**src/rtl/fsl_pkg.sv**
```systemverilog
package fsl_pkg;

  localparam int unsigned ADDR_W     = 6;
  localparam int unsigned DATA_W     = 8;
  localparam int unsigned FRAME_W    = 16;
  localparam int unsigned SW_W       = 8;
  localparam int unsigned SUP_W      = 4;
  localparam int unsigned RAW_W      = SW_W + SUP_W;
  localparam int unsigned LOCK_W     = 3;
  localparam int unsigned CNT_W      = 5;

  // Register offsets
  localparam logic [ADDR_W-1:0] OFS_IC_STATUS     = 6'h00;
  localparam logic [ADDR_W-1:0] OFS_SWITCH_STATUS = 6'h01;
  localparam logic [ADDR_W-1:0] OFS_SUPPLY_STATUS = 6'h02;
  localparam logic [ADDR_W-1:0] OFS_WRITE_LOCK    = 6'h03;
  localparam logic [ADDR_W-1:0] OFS_CFG_B         = 6'h04;
  localparam logic [ADDR_W-1:0] OFS_CFG_C         = 6'h05;
  localparam logic [ADDR_W-1:0] OFS_CFG_D         = 6'h06;
  localparam logic [ADDR_W-1:0] OFS_CFG_E         = 6'h07;
  localparam logic [ADDR_W-1:0] OFS_CFG_F         = 6'h08;
  localparam logic [ADDR_W-1:0] OFS_CFG_J         = 6'h0C;
  localparam logic [ADDR_W-1:0] OFS_LAST          = 6'h0C;

  // Reset values
  localparam logic [DATA_W-1:0] RST_STATUS = 8'h00;
  localparam logic [LOCK_W-1:0] RST_LOCK   = 3'h0;
  localparam logic [DATA_W-1:0] RST_CFG_B  = 8'h60;
  localparam logic [DATA_W-1:0] RST_CFG_C  = 8'h46;
  localparam logic [DATA_W-1:0] RST_CFG_D  = 8'h10;
  localparam logic [DATA_W-1:0] RST_CFG_E  = 8'h00;
  localparam logic [DATA_W-1:0] RST_CFG_F  = 8'h00;
  localparam logic [DATA_W-1:0] RST_CFG_J  = 8'h00;

  // Thermal and switch status fields
  localparam int unsigned BIT_TW = 7;
  localparam int unsigned BIT_TS = 6;
  localparam int unsigned OC_W   = 6;

  // Supply and serial status fields
  localparam int unsigned BIT_OTP      = 6;
  localparam int unsigned BIT_SD_OC    = 5;
  localparam int unsigned BIT_SD_UV    = 4;
  localparam int unsigned BIT_CP_LOW   = 3;
  localparam int unsigned BIT_PARITY   = 2;
  localparam int unsigned BIT_FRAMING  = 1;
  localparam int unsigned BIT_BAD_ADDR = 0;

  // Summary status fields
  localparam int unsigned IC_BUCK   = 6;
  localparam int unsigned IC_SERIAL = 5;
  localparam int unsigned IC_OC     = 4;
  localparam int unsigned IC_OT     = 1;
  localparam int unsigned IC_FAULT  = 0;

  // Lock codes and config fields
  localparam logic [LOCK_W-1:0] LOCK_UNLOCK      = 3'h3;
  localparam logic [LOCK_W-1:0] LOCK_LOCK        = 3'h6;
  localparam int unsigned       BIT_CLEAR_FAULTS = 0;
  localparam int unsigned       BIT_SDO_PP       = 5;
  localparam logic [DATA_W-1:0] CFG_C_WMASK      = 8'h7F;

  // Frame layout
  localparam int unsigned       FRM_RW      = 15;
  localparam int unsigned       FRM_ADDR_HI = 14;
  localparam int unsigned       FRM_ADDR_LO = 9;
  localparam logic [CNT_W-1:0]  FRAME_CNT   = 5'h10;
  localparam logic [CNT_W-1:0]  STATUS_CNT  = 5'h08;
  localparam logic [CNT_W-1:0]  CNT_MAX     = 5'h1F;
  localparam logic [2:0]        PIN_IDLE    = 3'h2;

  typedef struct packed {
    logic [RAW_W-1:0]  flt_s1;
    logic [RAW_W-1:0]  flt_s2;
    logic              slp_s1;
    logic              slp_s2;
    logic [DATA_W-1:0] switch_status;
    logic [DATA_W-1:0] supply_status;
    logic [LOCK_W-1:0] lock_field;
    logic [DATA_W-1:0] cfg_b;
    logic [DATA_W-1:0] cfg_c;
    logic [DATA_W-1:0] cfg_d;
    logic [DATA_W-1:0] cfg_e;
    logic [DATA_W-1:0] cfg_f;
    logic [DATA_W-1:0] cfg_j;
  } fsl_regs_s;

  localparam fsl_regs_s REGS_RST = '{
    flt_s1: '0, flt_s2: '0, slp_s1: 1'b0, slp_s2: 1'b0,
    switch_status: RST_STATUS, supply_status: RST_STATUS, lock_field: RST_LOCK,
    cfg_b: RST_CFG_B, cfg_c: RST_CFG_C, cfg_d: RST_CFG_D,
    cfg_e: RST_CFG_E, cfg_f: RST_CFG_F, cfg_j: RST_CFG_J};

  typedef struct packed {
    logic [2:0]         pin_s1;
    logic [2:0]         pin_s2;
    logic [1:0]         pin_s3;
    logic               active;
    logic [CNT_W-1:0]   cnt;
    logic [FRAME_W-1:0] rx;
    logic [DATA_W-1:0]  tx;
    logic               done;
    logic               err;
  } fsl_frame_s;

  localparam fsl_frame_s FRAME_RST = '{
    pin_s1: PIN_IDLE, pin_s2: PIN_IDLE, pin_s3: PIN_IDLE[2:1], active: 1'b0,
    cnt: '0, rx: '0, tx: '0, done: 1'b0, err: 1'b0};

endpackage : fsl_pkg

```
**src/rtl/fsl_serial_frame.sv**
```systemverilog
module fsl_serial_frame
  import fsl_pkg::*;
(
  input  logic                core_clk_i,
  input  logic                reset_i,
  input  logic                sclk_i,
  input  logic                scs_n_i,
  input  logic                sdi_i,
  input  logic                sdo_push_pull_i,
  input  logic [DATA_W-1:0]   status_byte_i,
  input  logic [DATA_W-1:0]   rd_data_i,
  output logic [ADDR_W-1:0]   rd_addr_o,
  output logic                frame_done_o,
  output logic [FRAME_W-1:0]  frame_word_o,
  output logic                frame_err_o,
  output logic                sdo_o,
  output logic                sdo_oe_o
);

  fsl_frame_s st_reg;
  fsl_frame_s st_next;
  logic       sclk_fall;
  logic       sclk_rise;
  logic       cs_fall;
  logic       cs_rise;

  // Pin order {sclk, cs_n, sdi}; stages two and three feed edge logic
  assign sclk_fall = st_reg.pin_s3[1] & ~st_reg.pin_s2[2];
  assign sclk_rise = ~st_reg.pin_s3[1] & st_reg.pin_s2[2];
  assign cs_fall   = st_reg.pin_s3[0] & ~st_reg.pin_s2[1];
  assign cs_rise   = ~st_reg.pin_s3[0] & st_reg.pin_s2[1];

  always_comb begin
    st_next        = st_reg;
    st_next.pin_s1 = {sclk_i, scs_n_i, sdi_i};
    st_next.pin_s2 = st_reg.pin_s1;
    st_next.pin_s3 = st_reg.pin_s2[2:1];
    st_next.done   = 1'b0;
    st_next.err    = 1'b0;
    if (cs_fall) begin
      st_next.active = 1'b1;
      st_next.cnt    = '0;
      st_next.tx     = status_byte_i;
    end else if (cs_rise && st_reg.active) begin
      st_next.active = 1'b0;
      // Short or long frames are dropped, never half applied
      if (st_reg.cnt == FRAME_CNT) begin
        st_next.done = 1'b1;
      end else begin
        st_next.err = 1'b1;
      end
    end else if (st_reg.active) begin
      if (sclk_fall) begin
        st_next.rx = {st_reg.rx[FRAME_W-2:0], st_reg.pin_s2[0]};
        if (st_reg.cnt != CNT_MAX) begin
          st_next.cnt = st_reg.cnt + 5'h01;
        end
      end
      if (sclk_rise && st_reg.cnt != '0) begin
        // Address is complete by the eighth bit, so register data follows status
        if (st_reg.cnt == STATUS_CNT) begin
          st_next.tx = rd_data_i;
        end else begin
          st_next.tx = {st_reg.tx[DATA_W-2:0], 1'b0};
        end
      end
    end
  end

  always_ff @(posedge core_clk_i or posedge reset_i) begin
    if (reset_i) begin
      st_reg <= FRAME_RST;
    end else begin
      st_reg <= st_next;
    end
  end

  assign rd_addr_o    = st_reg.rx[ADDR_W:1];
  assign frame_done_o = st_reg.done;
  assign frame_word_o = st_reg.rx;
  assign frame_err_o  = st_reg.err;
  assign sdo_o        = sdo_push_pull_i & st_reg.tx[DATA_W-1];
  assign sdo_oe_o     = st_reg.active & (sdo_push_pull_i | ~st_reg.tx[DATA_W-1]);
endmodule : fsl_serial_frame

```
**src/rtl/fsl_fault_status_and_lock.sv**
```systemverilog
module fsl_fault_status_and_lock
  import fsl_pkg::*;
(
  input  logic              core_clk_i,
  input  logic              reset_i,
  input  logic              sleep_i,
  input  logic              thermal_warning_i,
  input  logic              thermal_shutdown_i,
  input  logic [OC_W-1:0]   switch_overcurrent_i,
  input  logic              otp_error_i,
  input  logic              step_down_overcurrent_i,
  input  logic              step_down_undervoltage_i,
  input  logic              charge_pump_low_i,
  input  logic              sclk_i,
  input  logic              scs_n_i,
  input  logic              sdi_i,
  output logic              sdo_o,
  output logic              sdo_oe_o,
  output logic [DATA_W-1:0] config_word_b_o,
  output logic [DATA_W-1:0] config_word_c_o,
  output logic [DATA_W-1:0] config_word_d_o,
  output logic [DATA_W-1:0] config_word_e_o,
  output logic [DATA_W-1:0] config_word_f_o,
  output logic [DATA_W-1:0] config_word_j_o,
  output logic              lock_active_o,
  output logic              fault_active_o
);

  fsl_regs_s            st_reg;
  fsl_regs_s            st_next;
  logic [ADDR_W-1:0]    rd_addr;
  logic [DATA_W-1:0]    rd_data;
  logic [DATA_W-1:0]    ic_status;
  logic                 frame_done;
  logic                 frame_err;
  logic [FRAME_W-1:0]   frame_word;
  logic                 wr_cmd;
  logic [ADDR_W-1:0]    wr_addr;
  logic [DATA_W-1:0]    wr_data;
  logic                 addr_bad;
  logic                 locked;
  logic                 wr_ok;
  logic                 lock_cmd;
  logic                 clear_faults;
  logic [DATA_W-1:0]    supply_events;

  fsl_serial_frame u_frame (
    .core_clk_i      (core_clk_i),
    .reset_i         (reset_i),
    .sclk_i          (sclk_i),
    .scs_n_i         (scs_n_i),
    .sdi_i           (sdi_i),
    .sdo_push_pull_i (st_reg.cfg_b[BIT_SDO_PP]),
    .status_byte_i   (ic_status),
    .rd_data_i       (rd_data),
    .rd_addr_o       (rd_addr),
    .frame_done_o    (frame_done),
    .frame_word_o    (frame_word),
    .frame_err_o     (frame_err),
    .sdo_o           (sdo_o),
    .sdo_oe_o        (sdo_oe_o)
  );

  // Only whole, correctly framed words reach here
  assign wr_cmd   = frame_done & ~frame_word[FRM_RW];
  assign wr_addr  = frame_word[FRM_ADDR_HI:FRM_ADDR_LO];
  assign wr_data  = frame_word[DATA_W-1:0];
  assign addr_bad = wr_addr > OFS_LAST;
  assign locked   = st_reg.lock_field == LOCK_LOCK;
  assign wr_ok    = wr_cmd & ~addr_bad & ~locked;
  // Lock field stays writable while locked, else it could never be released
  assign lock_cmd = wr_cmd & (wr_addr == OFS_WRITE_LOCK) &
                    (wr_data[LOCK_W-1:0] == LOCK_UNLOCK ||
                     wr_data[LOCK_W-1:0] == LOCK_LOCK);
  assign clear_faults = wr_ok & (wr_addr == OFS_CFG_B) & wr_data[BIT_CLEAR_FAULTS];

  always_comb begin
    supply_events               = '0;
    supply_events[BIT_OTP]      = st_reg.flt_s2[SW_W+3];
    supply_events[BIT_SD_OC]    = st_reg.flt_s2[SW_W+2];
    supply_events[BIT_SD_UV]    = st_reg.flt_s2[SW_W+1];
    supply_events[BIT_CP_LOW]   = st_reg.flt_s2[SW_W];
    supply_events[BIT_FRAMING]  = frame_err;
    supply_events[BIT_BAD_ADDR] = frame_done & addr_bad;
  end

  always_comb begin
    ic_status            = '0;
    ic_status[IC_BUCK]   = st_reg.supply_status[BIT_SD_OC] | st_reg.supply_status[BIT_SD_UV];
    ic_status[IC_SERIAL] = st_reg.supply_status[BIT_FRAMING] |
                           st_reg.supply_status[BIT_BAD_ADDR];
    ic_status[IC_OC]     = |st_reg.switch_status[OC_W-1:0];
    ic_status[IC_OT]     = st_reg.switch_status[BIT_TW] | st_reg.switch_status[BIT_TS];
    ic_status[IC_FAULT]  = |{st_reg.switch_status, st_reg.supply_status};
  end

  always_comb begin
    st_next        = st_reg;
    st_next.flt_s1 = {otp_error_i, step_down_overcurrent_i, step_down_undervoltage_i,
                      charge_pump_low_i, thermal_warning_i, thermal_shutdown_i,
                      switch_overcurrent_i};
    st_next.flt_s2 = st_reg.flt_s1;
    st_next.slp_s1 = sleep_i;
    st_next.slp_s2 = st_reg.slp_s1;
    // Set wins over clear, so a fault seen during the clear stays latched
    st_next.switch_status = (clear_faults ? RST_STATUS : st_reg.switch_status) |
                            st_reg.flt_s2[SW_W-1:0];
    st_next.supply_status = (clear_faults ? RST_STATUS : st_reg.supply_status) |
                            supply_events;
    if (lock_cmd) begin
      st_next.lock_field = wr_data[LOCK_W-1:0];
    end
    if (wr_ok) begin
      case (wr_addr)
        OFS_CFG_B: st_next.cfg_b = {wr_data[DATA_W-1:1], 1'b0};
        OFS_CFG_C: st_next.cfg_c = wr_data & CFG_C_WMASK;
        OFS_CFG_D: st_next.cfg_d = wr_data;
        OFS_CFG_E: st_next.cfg_e = wr_data;
        OFS_CFG_F: st_next.cfg_f = wr_data;
        OFS_CFG_J: st_next.cfg_j = wr_data;
        default: begin
          // Status and gap offsets take no writes
          st_next.cfg_b = st_reg.cfg_b;
        end
      endcase
    end
    // Sleep entry restores every register to its reset value
    if (st_reg.slp_s2) begin
      st_next.switch_status = REGS_RST.switch_status;
      st_next.supply_status = REGS_RST.supply_status;
      st_next.lock_field    = REGS_RST.lock_field;
      st_next.cfg_b         = REGS_RST.cfg_b;
      st_next.cfg_c         = REGS_RST.cfg_c;
      st_next.cfg_d         = REGS_RST.cfg_d;
      st_next.cfg_e         = REGS_RST.cfg_e;
      st_next.cfg_f         = REGS_RST.cfg_f;
      st_next.cfg_j         = REGS_RST.cfg_j;
    end
  end

  always_ff @(posedge core_clk_i or posedge reset_i) begin
    if (reset_i) begin
      st_reg <= REGS_RST;
    end else begin
      st_reg <= st_next;
    end
  end

  always_comb begin
    case (rd_addr)
      OFS_IC_STATUS:     rd_data = ic_status;
      OFS_SWITCH_STATUS: rd_data = st_reg.switch_status;
      OFS_SUPPLY_STATUS: rd_data = st_reg.supply_status;
      OFS_WRITE_LOCK:    rd_data = {{(DATA_W-LOCK_W){1'b0}}, st_reg.lock_field};
      OFS_CFG_B:         rd_data = st_reg.cfg_b;
      OFS_CFG_C:         rd_data = st_reg.cfg_c;
      OFS_CFG_D:         rd_data = st_reg.cfg_d;
      OFS_CFG_E:         rd_data = st_reg.cfg_e;
      OFS_CFG_F:         rd_data = st_reg.cfg_f;
      OFS_CFG_J:         rd_data = st_reg.cfg_j;
      default:           rd_data = '0;
    endcase
  end

  assign config_word_b_o = st_reg.cfg_b;
  assign config_word_c_o = st_reg.cfg_c;
  assign config_word_d_o = st_reg.cfg_d;
  assign config_word_e_o = st_reg.cfg_e;
  assign config_word_f_o = st_reg.cfg_f;
  assign config_word_j_o = st_reg.cfg_j;
  assign lock_active_o   = locked;
  assign fault_active_o  = ic_status[IC_FAULT];
endmodule : fsl_fault_status_and_lock

```
**config.mk**
```make
export PLATFORM = sky130hd
export DESIGN_NAME = fsl_fault_status_and_lock
export DESIGN_NICKNAME = d
export VERILOG_FILES = /design/src/rtl/fsl_pkg.sv /design/src/rtl/fsl_serial_frame.sv /design/src/rtl/fsl_fault_status_and_lock.sv
export SDC_FILE = /design/constraint.sdc
export NUM_CORES = 1
export LEC_CHECK = 0
export BUFFER_PORTS_ARGS = -buffer_cell sky130_fd_sc_hd__buf_2
export CORE_UTILIZATION = 35
export DETAILED_ROUTE_END_ITERATION = 10
export SYNTH_ARGS = -nofsm -noshare
export SYNTH_HDL_FRONTEND = slang
export SYNTH_HIERARCHICAL = 1
export SYNTH_SLANG_ARGS = --single-unit
```
**constraint.sdc**
```tcl
create_clock -name core_clk_i -period 3.1 [get_ports core_clk_i]
set_input_delay 0.155 -clock core_clk_i [delete_from_list [all_inputs] [get_ports core_clk_i]]
set_output_delay 0.155 -clock core_clk_i [all_outputs]
set_load 0.05 [all_outputs]
```
-- Yosys cells after proc, flatten, opt, wreduce, memory -nomap -nowiden
Cells that the tools add are included.
- bits in registers: 133
- bits in latches: 0
- bits in writable memories: 0
- ROM bits: 0
- logic and storage cells: 131
- memories: 0
- add/subtract/negate cells: 1
- multipliers: 0
- divide/modulo/power cells: 0
- magnitude comparators: 1
- eq/ne operators: 23
- shift operators: 0
- multiplexer cells: 25
- bitwise operators: 30
- reduce and logical (&&, ||, !) cells: 29
- operators with widths (kind ; number):
    8-bit two-way mux ; 11
    8-bit case mux with 10 select lines ; 1
    67-bit two-way mux ; 1
    29-bit two-way mux ; 2
    6-bit by 3-bit == test with 1-bit output (second input constant) ; 8
    48-bit two-way mux ; 1
    2-bit nonzero test ; 13
    6-bit by 4-bit == test with 1-bit output (second input constant) ; 4
    21-bit two-way mux ; 1
    6-bit by 2-bit == test with 1-bit output (second input constant) ; 3
    16-bit OR reduction ; 1
    1-bit AND ; 14
    2-bit AND reduction ; 6
    1-bit inverter ; 10
    8-bit by 7-bit OR with 8-bit output ; 1
    8-bit OR ; 1
    4-bit AND reduction ; 2
    3-bit == test (second input constant) ; 2
    6-bit by 1-bit == test with 1-bit output (second input constant) ; 1
    6-bit by 4-bit greater-than comparator with 1-bit output (second input constant) ; 1
    6-bit logical NOT ; 1
    6-bit two-way mux ; 1
    6-bit OR reduction ; 1
    5-bit by 1-bit adder with 5-bit output (second input constant) ; 1
    14 further kinds ; 21

-- Logic depth before layout (Yosys ltp)
- word-level depth: 9
- depth in mapped cells: 10

-- Cells and area by module
The synthesis kept the hierarchy.
- modules (own cells, without submodules) (module ; instances ; cells each ; area an instance (um^2)):
    fsl_fault_status_and_lock ; 1 ; 395 ; 4385.5
    fsl_serial_frame ; 1 ; 156 ; 1888.1

-- Worst setup path before layout
No wires, ideal clock.
- kind: reg-to-reg
- from: register u_frame.st_reg (netlist bit u_frame/frame_word_o[1])
- to: register u_frame/st_reg[4] (netlist name)
- arrival: 2.036 ns
- slack: 0.940 ns
- cell stages (with the launch flop): 10
- period minus slack after synthesis: 2.160 ns
- cell sequence: dfrtp_1 buf_4 buf_2 buf_1 mux2_2 a32oi_1 nand4_1 mux2_2 a22oi_1 a21oi_1
- cells in the longest elaborated chain, start to end: 7
- ends and longest elaborated chain (what ; RTL line ; text):
    from (decl) ; fsl_serial_frame.sv:20 ; fsl_frame_s st_reg;
    from (signal assigned) ; fsl_serial_frame.sv:74 ; st_reg <= st_next;
    6-bit by 4-bit == test with 1-bit output (tied with other cells) ; fsl_fault_status_and_lock.sv:150 ; case (rd_addr)
    8-bit case mux with 10 select lines (*) ; fsl_fault_status_and_lock.sv:150 ;
    named net rd_data[2] ; fsl_fault_status_and_lock.sv:32 ; logic [DATA_W-1:0] rd_data;
    8-bit two-way mux (*) ; fsl_serial_frame.sv:61 ; if (st_reg.cnt == STATUS_CNT) begin
    8-bit two-way mux (*) ; fsl_serial_frame.sv:59 ; if (sclk_rise && st_reg.cnt != '0) begin
    29-bit two-way mux (*) ; fsl_serial_frame.sv:52 ; end else if (st_reg.active) begin
    29-bit two-way mux (*) ; fsl_serial_frame.sv:44 ; end else if (cs_rise && st_reg.active) begin
    8-bit two-way mux (*) ; fsl_serial_frame.sv:40 ; if (cs_fall) begin
The timed path passes the listed nets; every way through them passes the cells marked *. The select of a mux whose other input is x is not followed.
A chain may end at the register's enable or synchronous reset.

-- Worst setup path after layout
- from: register u_frame.st_reg (netlist bit u_frame/frame_word_o[1])
- to: register u_frame/st_reg[7] (netlist name)
Same word-level chain as after synthesis.

==> flow_metrics.tcl <==
set metrics [dict create \
    largest_register_ffs 30 \
    antenna_found_initial 0 \
    drive_gt1_frac 0.302 \
    post-route-util 0.407 \
    drt_iter0_markers 361 \
    drt-total-wl_microns 14400 \
    synth_area_sq_mm 0.00627 \
    cp.required_ns 3.39 \
    gp_congestion 0.949 \
    syn_inst 550 \
    setup_viol 0 \
    first_global_vias 4170 \
    core_area_sq_mm 0.0174 \
    cts-htree-levels 4 \
    track_usage 0.168 \
    rows 48 \
    crit_fanout 21 \
    cts_hold_buf 17 \
    antenna_cells 0 \
    drc 0 \
    cp_data_arrival_time_ns 2.75 \
    relSlewSlack 0.379 \
    maxCapViolCount 0 \
    finClkSkew_ns 0.00657 \
    grt_start_max_net_pins 55 \
    pin_count 70 \
    clk_latency_ns 0.42 \
    vias 4184 \
    die_area_sq_mm 0.0184 \
    cts_made_buffers 17 \
    clock_path_buffers 2 \
    grt_pass1_wl_microns 23200 \
    hold_class "reg2reg" \
    wire_per_inst_microns 17.8 \
    min_period_ns 2.46 \
    end_kind "register" \
    die_x_microns 136 \
    powerDensity_mw_per_mm2 676 \
    status "finished clean" \
    timing.final.crit_share 0.793 \
    initial_utilization 0.360 \
    cts_tree "yes" \
    p_leak_nw 3.53 \
    p_total_w 0.00478 \
    post_cts_buffers 0 \
    clockRootBuffer "clkbuf_16" \
    worst_pin_slew_ns 0.931 \
    vias_per_cell 5.16 \
    die_h_microns 136 \
    worstSetupPathType "reg2reg" \
    cts_resized 0 \
    slew_viol_final 0 \
    portBuffers 67 \
    worst_setup_path_start_kind "register" \
    nNetsFinal 594 \
    rsz0062_at_grt "no" \
    ant_nets 0 \
    yosysWarnings 6 \
    syn_avg_cell_area_sq_um 11.4 \
    ir_worst_vdd_mv 0.367 \
    firstDrtPassIters 6 \
    tns_ns 0 \
    path_clk_slew_ns 0.05 \
    max_clock_freq_mhz 407 \
    finalHoldViolCount 0 \
    grt_overflow_total 0 \
    cts.sinks 129 \
    dp_hpwl_microns 9970 \
    syn_to_final_growth_pct 13.0 \
]
## layer usage
layer | vias to the layer above | track usage | routed length, microns
li1 | 1918 | - | -
met1 | 2106 | 0.221 | 6520
met5 | - | 0 | 0
met4 | 0 | 0.0687 | 297
met2 | 137 | 0.260 | 6860
met3 | 23 | 0.0438 | 769
## worst max-delay path, stage by stage, from the launching register on
cell and delay [ns]:
dfrtp_1 0.86, mux4_2 0.60, a22oi_1 0.24, o21ai_0 0.12, mux2_2 0.27, a22oi_1 0.16
a21oi_1 0.09
## power breakdown
| group | internal [W] | total [W] | switching, W |
|---|---|---|---|
| logic | 0.000347 | 0.000730 | 0.000383 |
| registers | 0.00177 | 0.00201 | 0.000240 |
| clock network | 0.00132 | 0.00204 | 0.000716 |
## worst paths after layout
path                                    startpoint                      end  slack (ns)  cells past startpoint
setup / recovery           u_frame/frame_word_o[1]        u_frame/st_reg[7]        0.64                      6
hold / removal                         st_next[79]               st_reg[79]        0.34                      0
setup reg to reg           u_frame/frame_word_o[1]        u_frame/st_reg[7]        0.64                      6
hold reg to reg                        st_next[79]               st_reg[79]        0.34                      0
min in group asynchronous                  reset_i  u_frame/frame_word_o[9]        0.44                      4
max in group asynchronous                  reset_i              st_next[70]        1.83                      4
## final cells by class
| class | count | area (sq um) |
|---|---|---|
| fillers | 1674 | 10300 |
| flip-flops and latches | 129 | 3240 |
| multi-input cells | 322 | 2330 |
| repair buffers | 94 | 581 |
| clock buffers | 23 | 478 |
| well taps | 225 | 282 |
| clock inverters | 9 | 130 |
| inverters | 9 | 35.0 |
## metrics by stage
step,hold slack (ns),instances,setup slack [ns],instance area [sq um]
global route,0.350,811,0.436,7080
global placement,0.262,762,0.730,6300
CTS,0.348,811,0.638,7080
floorplan,0.159,554,0.648,6280
finish,0.343,811,0.642,7080
detailed placement,0.261,762,0.639,6300
## cells in the final DEF, fill, tap and decap left out, types with 9 or more instances in the layout
cell and count:
a21oi_1 29, a22o_1 9, a22oi_1 13, buf_2 67
buf_4 10, clkbuf_16 17, dfrtp_1 119, dfstp_2 9
dlygate4sd3_1 17, mux2_2 35, mux2i_1 42, nand2_1 10
nor2_1 79, nor2b_1 9, nor3_1 9
Note: power is estimated with default switching activity, not from simulation.
